--- src/agcdb_pkg.sv ---
// Package with register map, field layouts and timing constants for the AGC debounce block
package agcdb_pkg;
    localparam int unsigned AGCDB_CNT_W         = 17;
    localparam logic [7:0]  AGCDB_OFF_NOISE_DB  = 8'h5b;
    localparam logic [7:0]  AGCDB_OFF_SIGNAL_DB = 8'h5c;
    localparam logic [7:0]  AGCDB_OFF_GAIN      = 8'h5d;
    localparam logic [4:0]  AGCDB_NOISE_RST     = 5'h00;
    localparam logic [3:0]  AGCDB_SIGNAL_RST    = 4'h0;
    localparam int unsigned AGCDB_NOISE_W       = 5;
    localparam int unsigned AGCDB_SIGNAL_W      = 4;
    localparam logic [4:0]  AGCDB_NOISE_POW_MAX = 5'h0a;
    localparam logic [3:0]  AGCDB_SIGNAL_POW_MAX = 4'h9;
    localparam logic [4:0]  AGCDB_THRESH_OFF    = 5'h00;
    localparam logic [AGCDB_CNT_W-1:0] AGCDB_MULT_UNIT = 17'h01000;
    localparam logic [AGCDB_CNT_W-1:0] AGCDB_LEN_ONE   = 17'h00001;
    localparam logic [4:0]  AGCDB_NOISE_SHIFT_OFS  = 5'h01;
    localparam logic [3:0]  AGCDB_SIGNAL_SHIFT_OFS = 4'h1;
    localparam logic signed [7:0] AGCDB_GAIN_MIN = 8'she8;
    localparam logic signed [7:0] AGCDB_GAIN_MAX = 8'sh77;
    localparam logic [7:0]  AGCDB_RD_UNMAPPED   = 8'h00;

    typedef struct packed {
        logic       wr;
        logic       rd;
        logic [7:0] addr;
        logic [7:0] wdata;
    } agcdb_req_s;

    typedef struct packed {
        logic       valid;
        logic [7:0] data;
    } agcdb_rsp_s;
endpackage : agcdb_pkg

--- src/agcdb_top.sv ---
// AGC noise/signal debounce settings, debounce counters and applied-gain readback
// Functional notes
// - Five-bit noise code: 0 none, up to 10 powers of two, above multiples of 4096.
// - Four-bit signal code: 0 none, 1 gives four periods, each step doubles up to code 9, higher codes hold.
// - Signal code 9 gives 1024 sample periods.
// - Applied gain reads as signed eight-bit value in half-dB steps.
// - Lowest reported gain is -12 dB, code 0xe8.
// - Highest reported gain is 59.5 dB, code 0x77.
// - Gain reading has no reset value and follows the live AGC gain.
// - Debounce durations are counted in ADC sample periods.
// - Noise threshold code zero disables noise detection and its debounce.
`timescale 1ns/10ps

module agcdb_debounce #(
    parameter int unsigned CNT_W = 17
) (
    input  wire logic             clk,     // System clock
    input  wire logic             resetn,  // Async reset, active low
    input  wire logic             enable,  // Detection allowed
    input  wire logic             cond,    // Raw level condition
    input  wire logic             tick,    // One ADC sample period
    input  wire logic [CNT_W-1:0] len,     // Duration in sample periods
    output logic                  det      // Debounced detection
);
    logic [CNT_W-1:0] cnt_reg;
    logic [CNT_W-1:0] cnt_next;
    logic [CNT_W-1:0] cnt_inc;
    logic             det_reg;
    logic             det_next;
    logic             active;
    logic             restart;
    logic             reached;
    logic             advance;

    assign active  = enable && cond;
    assign restart = !active;
    assign reached = (cnt_reg >= len);
    // Only whole sample periods count, and counting stops at the duration
    assign advance = tick && !reached;
    assign cnt_inc = cnt_reg + 1'b1;

    // Any break in the condition restarts the count
    assign cnt_next = restart ? '0 :
                      advance ? cnt_inc : cnt_reg;
    assign det_next = active && reached;
    assign det      = det_reg;

    always_ff @(posedge clk or negedge resetn) begin
        if (!resetn) begin
            cnt_reg <= '0;
        end else begin
            cnt_reg <= cnt_next;
        end
    end

    always_ff @(posedge clk or negedge resetn) begin
        if (!resetn) begin
            det_reg <= 1'b0;
        end else begin
            det_reg <= det_next;
        end
    end
endmodule : agcdb_debounce

module agcdb_top (
    input  wire logic              clk,            // 25 MHz system clock
    input  wire logic              resetn,         // Async reset, active low
    input  agcdb_pkg::agcdb_req_s  reg_req,        // Register write/read request
    output agcdb_pkg::agcdb_rsp_s  reg_rsp,        // Read data, valid one cycle
    input  wire logic              sample_tick,    // ADC sample-rate strobe
    input  wire logic [4:0]        noise_thresh,   // Noise threshold code
    input  wire logic              level_is_low,   // Level under noise threshold
    input  wire logic              level_is_high,  // Level above signal threshold
    input  wire logic [7:0]        gain_applied,   // Live AGC gain, half-dB signed
    output logic                   noise_detected, // Debounced noise state
    output logic                   signal_detected // Debounced signal state
);
    import agcdb_pkg::*;

    // Stored settings and response
    logic [AGCDB_NOISE_W-1:0]  noise_code_reg;
    logic [AGCDB_NOISE_W-1:0]  noise_code_next;
    logic [AGCDB_SIGNAL_W-1:0] signal_code_reg;
    logic [AGCDB_SIGNAL_W-1:0] signal_code_next;
    logic signed [7:0]         gain_reg;
    agcdb_rsp_s                rsp_reg;
    agcdb_rsp_s                rsp_next;

    // Address decode
    logic                      sel_noise;
    logic                      sel_signal;
    logic                      sel_gain;
    logic                      wr_noise;
    logic                      wr_signal;

    // Debounce lengths
    logic                      noise_off;
    logic                      noise_is_pow;
    logic [AGCDB_NOISE_W-1:0]  noise_shift;
    logic [AGCDB_CNT_W-1:0]    noise_mult;
    logic [AGCDB_CNT_W-1:0]    noise_pow_len;
    logic [AGCDB_CNT_W-1:0]    noise_mult_len;
    logic [AGCDB_CNT_W-1:0]    noise_len;
    logic                      signal_off;
    logic                      signal_is_pow;
    logic [AGCDB_SIGNAL_W-1:0] signal_shift;
    logic [AGCDB_CNT_W-1:0]    signal_pow_len;
    logic [AGCDB_CNT_W-1:0]    signal_sat_len;
    logic [AGCDB_CNT_W-1:0]    signal_len;
    logic                      noise_en;
    logic                      signal_en;

    // Gain readback
    logic                      gain_under;
    logic                      gain_over;
    logic signed [7:0]         gain_clamped;
    logic [7:0]                noise_rd;
    logic [7:0]                signal_rd;
    logic [7:0]                gain_rd;
    logic [7:0]                rd_mux;

    assign sel_noise  = (reg_req.addr == AGCDB_OFF_NOISE_DB);
    assign sel_signal = (reg_req.addr == AGCDB_OFF_SIGNAL_DB);
    assign sel_gain   = (reg_req.addr == AGCDB_OFF_GAIN);
    assign wr_noise   = reg_req.wr && sel_noise;
    assign wr_signal  = reg_req.wr && sel_signal;

    // Reserved upper bits are never stored, so they read back as zero
    assign noise_code_next  = wr_noise ? reg_req.wdata[AGCDB_NOISE_W-1:0] :
                              noise_code_reg;
    assign signal_code_next = wr_signal ? reg_req.wdata[AGCDB_SIGNAL_W-1:0] :
                              signal_code_reg;

    // Noise code: powers of two 4..2048, then (code-10) x 4096
    assign noise_off      = (noise_code_reg == '0);
    assign noise_is_pow   = (noise_code_reg <= AGCDB_NOISE_POW_MAX);
    assign noise_shift    = noise_code_reg + AGCDB_NOISE_SHIFT_OFS;
    assign noise_pow_len  = AGCDB_LEN_ONE << noise_shift;
    assign noise_mult     = AGCDB_CNT_W'(noise_code_reg - AGCDB_NOISE_POW_MAX);
    assign noise_mult_len = AGCDB_CNT_W'(noise_mult * AGCDB_MULT_UNIT);
    assign noise_len      = noise_off    ? '0 :
                            noise_is_pow ? noise_pow_len : noise_mult_len;

    // Signal code: doubling from 4, codes past 9 hold at 1024
    assign signal_off     = (signal_code_reg == '0);
    assign signal_is_pow  = (signal_code_reg <= AGCDB_SIGNAL_POW_MAX);
    assign signal_shift   = signal_code_reg + AGCDB_SIGNAL_SHIFT_OFS;
    assign signal_pow_len = AGCDB_LEN_ONE << signal_shift;
    assign signal_sat_len = AGCDB_LEN_ONE << (AGCDB_SIGNAL_POW_MAX + AGCDB_SIGNAL_SHIFT_OFS);
    assign signal_len     = signal_off    ? '0 :
                            signal_is_pow ? signal_pow_len : signal_sat_len;

    // A zero threshold code switches noise detection off entirely
    assign noise_en  = (noise_thresh != AGCDB_THRESH_OFF);
    // Signal detection has no off switch of its own
    assign signal_en = 1'b1;

    // Reported gain held inside the documented range
    assign gain_under   = (gain_reg < AGCDB_GAIN_MIN);
    assign gain_over    = (gain_reg > AGCDB_GAIN_MAX);
    assign gain_clamped = gain_under ? AGCDB_GAIN_MIN :
                          gain_over  ? AGCDB_GAIN_MAX :
                          gain_reg;

    // Codes are zero-extended, the gain keeps its sign bit
    assign noise_rd  = 8'(noise_code_reg);
    assign signal_rd = 8'(signal_code_reg);
    assign gain_rd   = gain_clamped;
    assign rd_mux    = sel_noise  ? noise_rd :
                       sel_signal ? signal_rd :
                       sel_gain   ? gain_rd :
                       AGCDB_RD_UNMAPPED;

    // Response pulses for one cycle, data holds until the next read
    assign rsp_next.valid = reg_req.rd;
    assign rsp_next.data  = reg_req.rd ? rd_mux : rsp_reg.data;
    assign reg_rsp        = rsp_reg;

    always_ff @(posedge clk or negedge resetn) begin
        if (!resetn) begin
            noise_code_reg  <= AGCDB_NOISE_RST;
            signal_code_reg <= AGCDB_SIGNAL_RST;
        end else begin
            noise_code_reg  <= noise_code_next;
            signal_code_reg <= signal_code_next;
        end
    end

    always_ff @(posedge clk or negedge resetn) begin
        if (!resetn) begin
            rsp_reg <= '0;
        end else begin
            rsp_reg <= rsp_next;
        end
    end

    // Live gain sample, deliberately without reset
    always_ff @(posedge clk) begin
        gain_reg <= gain_applied;
    end

    agcdb_debounce #(
        .CNT_W (AGCDB_CNT_W)
    ) u_noise_db (
        .clk    (clk),
        .resetn (resetn),
        .enable (noise_en),
        .cond   (level_is_low),
        .tick   (sample_tick),
        .len    (noise_len),
        .det    (noise_detected)
    );

    agcdb_debounce #(
        .CNT_W (AGCDB_CNT_W)
    ) u_signal_db (
        .clk    (clk),
        .resetn (resetn),
        .enable (signal_en),
        .cond   (level_is_high),
        .tick   (sample_tick),
        .len    (signal_len),
        .det    (signal_detected)
    );
endmodule : agcdb_top

--- config.mk ---
export PLATFORM = sky130hd
export DESIGN_NAME = agcdb_top
export DESIGN_NICKNAME = d
export VERILOG_FILES = /design/src/agcdb_pkg.sv /design/src/agcdb_top.sv
export SDC_FILE = /design/constraint.sdc
export NUM_CORES = 1
export LEC_CHECK = 0
export BUFFER_PORTS_ARGS = -buffer_cell sky130_fd_sc_hd__buf_2
export CAP_MARGIN = 0
export CORE_ASPECT_RATIO = 0.7
export CORE_MARGIN = 2
export CORE_UTILIZATION = 55
export CTS_CLUSTER_SIZE = 28
export DETAILED_ROUTE_END_ITERATION = 8
export GPL_ROUTABILITY_DRIVEN = 1
export PLACE_DENSITY = 0.77
export SETUP_SLACK_MARGIN = 0.4
export SYNTH_ARGS = -nofsm -noshare
export SYNTH_HDL_FRONTEND = slang
export SYNTH_HIERARCHICAL = 1
export SYNTH_SLANG_ARGS = --single-unit
--- constraint.sdc ---
create_clock -name clk -period 7.25 [get_ports clk]
set_clock_uncertainty 0.15 [all_clocks]
set_input_delay 0.725 -clock clk [delete_from_list [all_inputs] [get_ports clk]]
set_output_delay 0.725 -clock clk [all_outputs]
set_load 0.03 [all_outputs]
==> results.yml, run 1 <==
run_status:
  status: "finished clean"
global_route:
  met3_usage_pct: 5.95
  gr-total-overflow: 0
  grt_pass1_vias: 3622
  grt_use_total_pct: 24.3
  grt_first_pass_wirelength_mm: 17.2
  grt_max_degree: 55
  antenna_found_initial: 0
  grtUsageMet1_pct: 33.3
  grt.met2_usage_pct: 38.5
  busiest_layer: "met2"
final_layout:
  antennaDiodeCount: 0
  fin_cells: 658
  multi_input_area_um2: 2630
  final_core_utilization_pct: 63.4
  fin_area_um2: 4950
  register_area_um2: 1510
  fill_cells: 656
  fin_nets: 626
  final_layout_size_suffix_gt1_share_pct: 13.8
  syn_to_final_growth_pct: 12.3
pwr:
  comb_power_share_pct: 9.5
  total_power_uw: 880
  p_clk_share_pct: 48.8
  power_density_nw_per_um2: 178
  intPower_uw: 669
  seqPwrFrac_pct: 41.7
  ir_worst_vdd_uv: 150
  switching_share_pct: 24.0
  p_leak_nw: 2.12
  power.switching_uw: 211
die:
  coreArea_um2: 7800
  fp-row-count: 27
  die_y_um: 78.9
  ioPinCount: 47
  start_util_pct: 56.5
  dieArea_um2: 8760
  die_w_um: 111
timing:
  final-setup-viol-count: 0
  timing.final.crit_share_pct: 62.8
  worst_pin_slew_ns: 1.23
  setup_ws_ns: 2.70
  max_freq_mhz: 220
  finalHoldViolCount: 0
  grt_setup_unrepaired: "false"
  slew_headroom_pct: 17.6
  drv_slew: 0
  hold-worst-slack_ns: 0.348
  period_needed_ns: 4.55
  setup_tns_ns: 0
yosys:
  synth-seq-cells: 62
  synthAdderAreaFrac_pct: 10.8
  ys_types: 56
  synth.avg_cell_area_um2: 8.54
  synth-compound-area-share_pct: 19.6
  synth_top_family_by_area: "simple AND/OR/NAND/NOR gates"
  synth-edff-count: 0
  ys.flop_type: "dfrtp_1"
  synthArstFlopShare_pct: 87.1
  netlist_instances: 516
  synth-xor-area-share_pct: 0.398
  seq_area_frac_synth_pct: 34.3
  yosys-mux-area-fraction_pct: 3.49
  synth_warnings: 6
  synth-simple-area-share_pct: 24.5
  netlist_area_um2: 4410
place:
  dp_slack_ns: 2.79
  port_buffers: 43
  finalWeightedCongestion: 0.893
  dpl.hpwl_mm: 6.97
  place_area_um2: 4650
  place_inst: 642
clock_network:
  cts_buffers: 9
  ctsHoldBuffers: 0
  cts_max_level: 3
  cts.clk_slew.worst_paths_ns: 0.05
  cts_root_buf: "clkbuf_16"
  cts_tree: "built"
  cts_sinks: 62
  cts_setup_buffers: 0
  cts_max_path_buffers: 2
  insertion_delay_ns: 0.33
  ctsResizeCount: 0
detailed_routing:
  post_drt_via_cell_ratio: 6.05
  final_antenna_net_count: 0
  wl_mm: 10.3
  drc_errors: 0
  num_vias: 3979
  routedWlPerCell_um: 15.6
  initialDrtViolationCount: 275
  first_pass_iters: 6
critical_path:
  worst_setup_path_end_kind: "register"
  worstSetupStartpoint: "noise_code_reg[2]"
  rr_startpoint: "noise_code_reg[2]"
  start_kind: "register"
  r2r_cells: 12
  arrival_ns: 4.65
  worst_ep_required_time_ns: 7.35
  crit_path_max_fanout: 20
  critPathKind: "reg -> reg"
min_path:
  worstHoldStart: "gain_applied[4]"
  holdPathStages: 1
  hold_class: "in -> reg"
flow_run:
  max_cap_violations: 0
==> power groups by stage <==
stage                     Sequential [mW]  Clock (mW)  Combinational [mW]
after floorplan                     0.371           0              0.0527
after global placement              0.372           0              0.0794
after detailed placement            0.373           0              0.0821
after CTS                           0.367       0.438              0.0833
after global routing                0.369       0.452              0.0943
final                               0.367       0.430              0.0833
==> area by class of cell <==
type | count | area share, %
Clock buffer | 15 | 5.41
Inverter | 43 | 3.26
Clock inverter | 1 | 0.607
Multi-Input combinational cell | 392 | 53.1
Timing Repair Buffer | 44 | 4.50
Sequential cell | 62 | 30.5
Tap cell | 101 | 2.55
==> kinds of logic (layout without fill, tap and decap cells) <==
logic type / Yosys count / count (layout)
AO/OA/AOI/OAI: 132 / 132
buffers and inverters: 71 / 103
AND/OR/NAND/NOR: 195 / 195
XOR/XNOR: 2 / 2
adder cells (fa/ha/maj): 38 / 38
other: 2 / 11
flip-flops: 62 / 62
multiplexers: 14 / 14
==> worst paths after layout <==
check | slack (ns) | to
worst max-delay path | 2.70 | u_noise_db/cnt_reg[15]
worst min-delay path | 0.35 | gain_reg[4]
worst max register to register | 2.70 | u_noise_db/cnt_reg[15]
worst min register to register | 0.35 | reg_rsp[5]
max in group asynchronous | 6.09 | u_noise_db/cnt_reg[14]
min in group asynchronous | 0.38 | reg_rsp[7]
==> cell usage after synthesis, types with 3 or more instances <==
library cell	n	area share [%]
o211ai_1	6	1.0
dfxtp_1	8	3.6
nor4_1	3	0.43
and2_1	8	1.1
nand2_1	41	3.5
o21ai_0	14	1.6
mux2i_1	3	0.68
or3_1	6	0.85
o31ai_1	28	4.8
clkbuf_1	16	1.4
nand3_1	22	2.5
nor3_1	15	1.7
dfrtp_1	54	31
inv_1	43	3.7
a31oi_1	4	0.57
o21a_1	3	0.51
nor2b_1	7	0.99
buf_6	3	0.77
nand2b_1	7	0.99
a221oi_1	3	0.60
buf_2	8	0.91
nor2_1	32	2.7
nand4_1	12	1.7
or4_1	24	4.1
o21bai_1	3	0.51
ha_1	38	11
a21oi_1	46	5.2
a21o_1	7	1.2
and3_1	5	0.71
mux2_2	11	2.8
==> layout by cell type (no fill, tap or decap), types with 7 or more instances in the layout <==
cell,count
nand2_1,41
a21o_1,7
clkbuf_16,9
or4_1,24
dfrtp_1,54
conb_1,11
nor2_1,32
buf_2,43
nand2b_1,7
ha_1,38
nand3_1,22
a21oi_1,46
o31ai_1,28
nor3_1,15
nand4_1,12
o21ai_0,14
dfxtp_1,8
nor2b_1,7
inv_1,43
and2_1,8
mux2_2,11
==> critical path, stage by stage (launching register included) <==
cell	delay [ns]
dfrtp_1	0.77
ha_1	0.44
and3b_1	0.22
a32o_1	0.27
a21oi_2	0.28
o31ai_1	0.15
inv_1	0.10
ha_1	0.20
nand4_1	0.14
or3_1	0.42
o21ai_1	0.96
o41ai_1	0.21
a21oi_1	0.16
==> metal layers <==
layer | vias up | routed length, µm | share of wire [%]
li1 | 1954 | - | -
met1 | 1871 | 4800 | 47
met2 | 139 | 4590 | 45
met3 | 15 | 714 | 7.0
met4 | 0 | 147 | 1.4
met5 | - | 0 | 0
No activity file was read; power rests on OpenSTA's default activity.
==> inputs of run 2 (changes only) <==
Settings changed: ABC_AREA set to 1, PLACE_DENSITY 0.77 to 0.79.
Clock period 7.25 ns to 3.9 ns, I/O delays scaled along.
==> results.yml, run 2 <==
timing:
  setup_ws_ns: 0.695
  drv_slew: 0
  grt_setup_unrepaired: "false"
  period_needed_ns: 3.20
  final-setup-viol-count: 0
  max_freq_mhz: 312
  setup_tns_ns: 0
  hold-worst-slack_ns: -0.0233
  worst_pin_slew_ns: 0.895
  slew_headroom_pct: 40.3
  timing.final.crit_share_pct: 82.2
  finalHoldViolCount: 31
pwr:
  power_density_nw_per_um2: 297
  p_leak_nw: 3.11
  total_power_mw: 1.84
  ir_worst_vdd_uv: 229
die:
  dieArea_um2: 10800
  fp-row-count: 30
  start_util_pct: 56.5
  die_y_um: 87.6
  coreArea_um2: 9720
  die_w_um: 123
  ioPinCount: 47
yosys:
  synth_top_cell_area_share_pct: 24.6
  synth_most_common_cell: "nand2_1"
  synth-simple-area-share_pct: 46.1
  synth-seq-cells: 62
  synth_common_cells: "197 x nand2_1, 105 x inv_1, 97 x nor2_1"
  netlist_area_um2: 5490
  synth-compound-area-share_pct: 4.87
  ys.flop_type: "dfrtp_1"
  synth.avg_cell_area_um2: 6.99
  synthAdderAreaFrac_pct: 8.65
  synth-edff-count: 0
  yosys-mux-area-fraction_pct: 0
  synth-xor-area-share_pct: 2.23
  synthTopCellsByArea: "dfrtp_1 25%, nand2_1 13%, ha_1 8.7%, nand3_1 7.2%, inv_1 7.2%"
  synth_top_family_by_area: "simple AND/OR/NAND/NOR gates"
  netlist_instances: 786
  ys_types: 41
  synth_top_area_cell: "dfrtp_1"
  synth_warnings: 6
  seq_area_frac_synth_pct: 27.5
  synthArstFlopShare_pct: 87.1
min_path:
  hold_class: "in -> async"
clock_network:
  cts_buffers: 9
  cts_root_buf: "clkbuf_16"
  insertion_delay_ns: 0.33
  cts_max_path_buffers: 2
  cts_max_level: 3
  cts.clk_slew.worst_paths_ns: 0.06
  cts_setup_buffers: 0
  cts_sinks: 62
  cts_tree: "built"
final_layout:
  final_layout_size_suffix_gt1_share_pct: 20.2
  fin_cells: 970
  antennaDiodeCount: 0
  final_common_cell: "nand2_1"
  fin_nets: 912
  fin_area_um2: 6170
  most-common-layout-cells: "197 x nand2_1, 105 x inv_1, 97 x nor2_1, 79 x nand3_1, 53 x dfrtp_1"
  final_core_utilization_pct: 63.5
  syn_to_final_growth_pct: 12.3
detailed_routing:
  num_vias: 5027
  final_antenna_net_count: 0
  first_pass_iters: 5
  routedWlPerCell_um: 12.9
  drc_errors: 0
  initialDrtViolationCount: 457
  post_drt_via_cell_ratio: 5.18
  wl_mm: 12.6
critical_path:
  critPathKind: "reg -> reg"
  start_kind: "register"
  crit_chain: "inv_2, ha_1, or2_4, nand2_2, nand2_4, o22ai_2, inv_1, ha_1, nand2_2, inv_1, nand2_1, nand2_1, nand2_1, nand2_2, nor2_4, nand3_4, nand3_1, nand2_1"
  crit_path_max_fanout: 18
  cp_slowest_cell: "dfrtp_1"
  worst_ep_required_time_ns: 3.97
  cp_common_cell: "nand2_1"
  arrival_ns: 3.27
  worst_setup_path_end_kind: "register"
  critPathMaxStageDelay_ns: 0.48
global_route:
  grt_use_total_pct: 25.4
  grt_max_degree: 33
  antenna_found_initial: 0
  gr-total-overflow: 0
  grt_first_pass_wirelength_mm: 21.7
  grt_pass1_vias: 4700
place:
  finalWeightedCongestion: 0.929
  port_buffers: 43
  place_area_um2: 5780
  dpl.hpwl_mm: 9.04
  dp_slack_ns: 0.682
  place_inst: 950
run_status:
  failed_checks: "negative hold slack"
  status: "finished with violations"
flow_run:
  max_cap_violations: 0
run 2: worst paths after layout:
| check | startpoint | end | slack, ns | cells past startpoint |
|---|---|---|---|---|
| max in group asynchronous | resetn | u_signal_db/det | 2.81 | 2 |
| min reg2reg | reg_rsp[7] | reg_rsp[7] | 0.33 | 2 |
| max reg2reg | noise_code_reg[1] | u_noise_db/cnt_reg[9] | 0.70 | 18 |
| min in group clk | gain_applied[2] | gain_reg[2] | 0.01 | 1 |
| min | resetn | u_noise_db/cnt_reg[4] | -0.02 | 1 |
| max | noise_code_reg[1] | u_noise_db/cnt_reg[9] | 0.70 | 18 |
run 2: metal layers:
metal / GRT usage, % / vias up / part of all wire, %
li1: - / 2597 / -
met1: 37.3 / 2285 / 52
met2: 38.5 / 131 / 42
met3: 4.95 / 14 / 5.5
met4: 6.30 / 0 / 1.1
met5: 0 / - / 0
run 2: kinds of logic after synthesis:
kind of cell / Yosys count
AOI/OAI and AO/OA: 44
xor gates and xnor gates: 14
adders and majority gates: 38
buffers and inverters: 133
DFF: 62
other: 2
and+or+nand+nor: 493
run 2: what timing repair did:
action / 4_1_cts / 5_1_grt
hold endpoints to repair: 3 / 2
hold buffers: 3 / 2
gates resized for setup: 0 / 2
endpoints found under the setup margin: 0 / 13
run 2: power breakdown:
part | internal, mW | total [mW] | switching (mW)
Combinational | 0.0758 | 0.222 | 0.146
Clock | 0.637 | 0.929 | 0.292
Sequential | 0.658 | 0.684 | 0.0259
Total | 1.37 | 1.84 | 0.465
run 2: critical path: cells and delay by family (launching register included):
kind                     cells  cell delay, ns
AO/OA/AOI/OAI                1            0.16
AND/OR/NAND/NOR             12            1.48
adder cells (fa/ha/maj)      2            0.56
buffers and inverters        3            0.25
flip-flops                   1            0.48
run 2: area by class of cell:
type                            count  area (µm²)
Clock inverter                      4        95.1
Inverter                          115         432
Fill cell                         877        3550
Clock buffer                       11         243
Timing Repair Buffer               51         288
Multi-Input combinational cell    599        3440
Tap cell                          128         160
Sequential cell                    62        1510
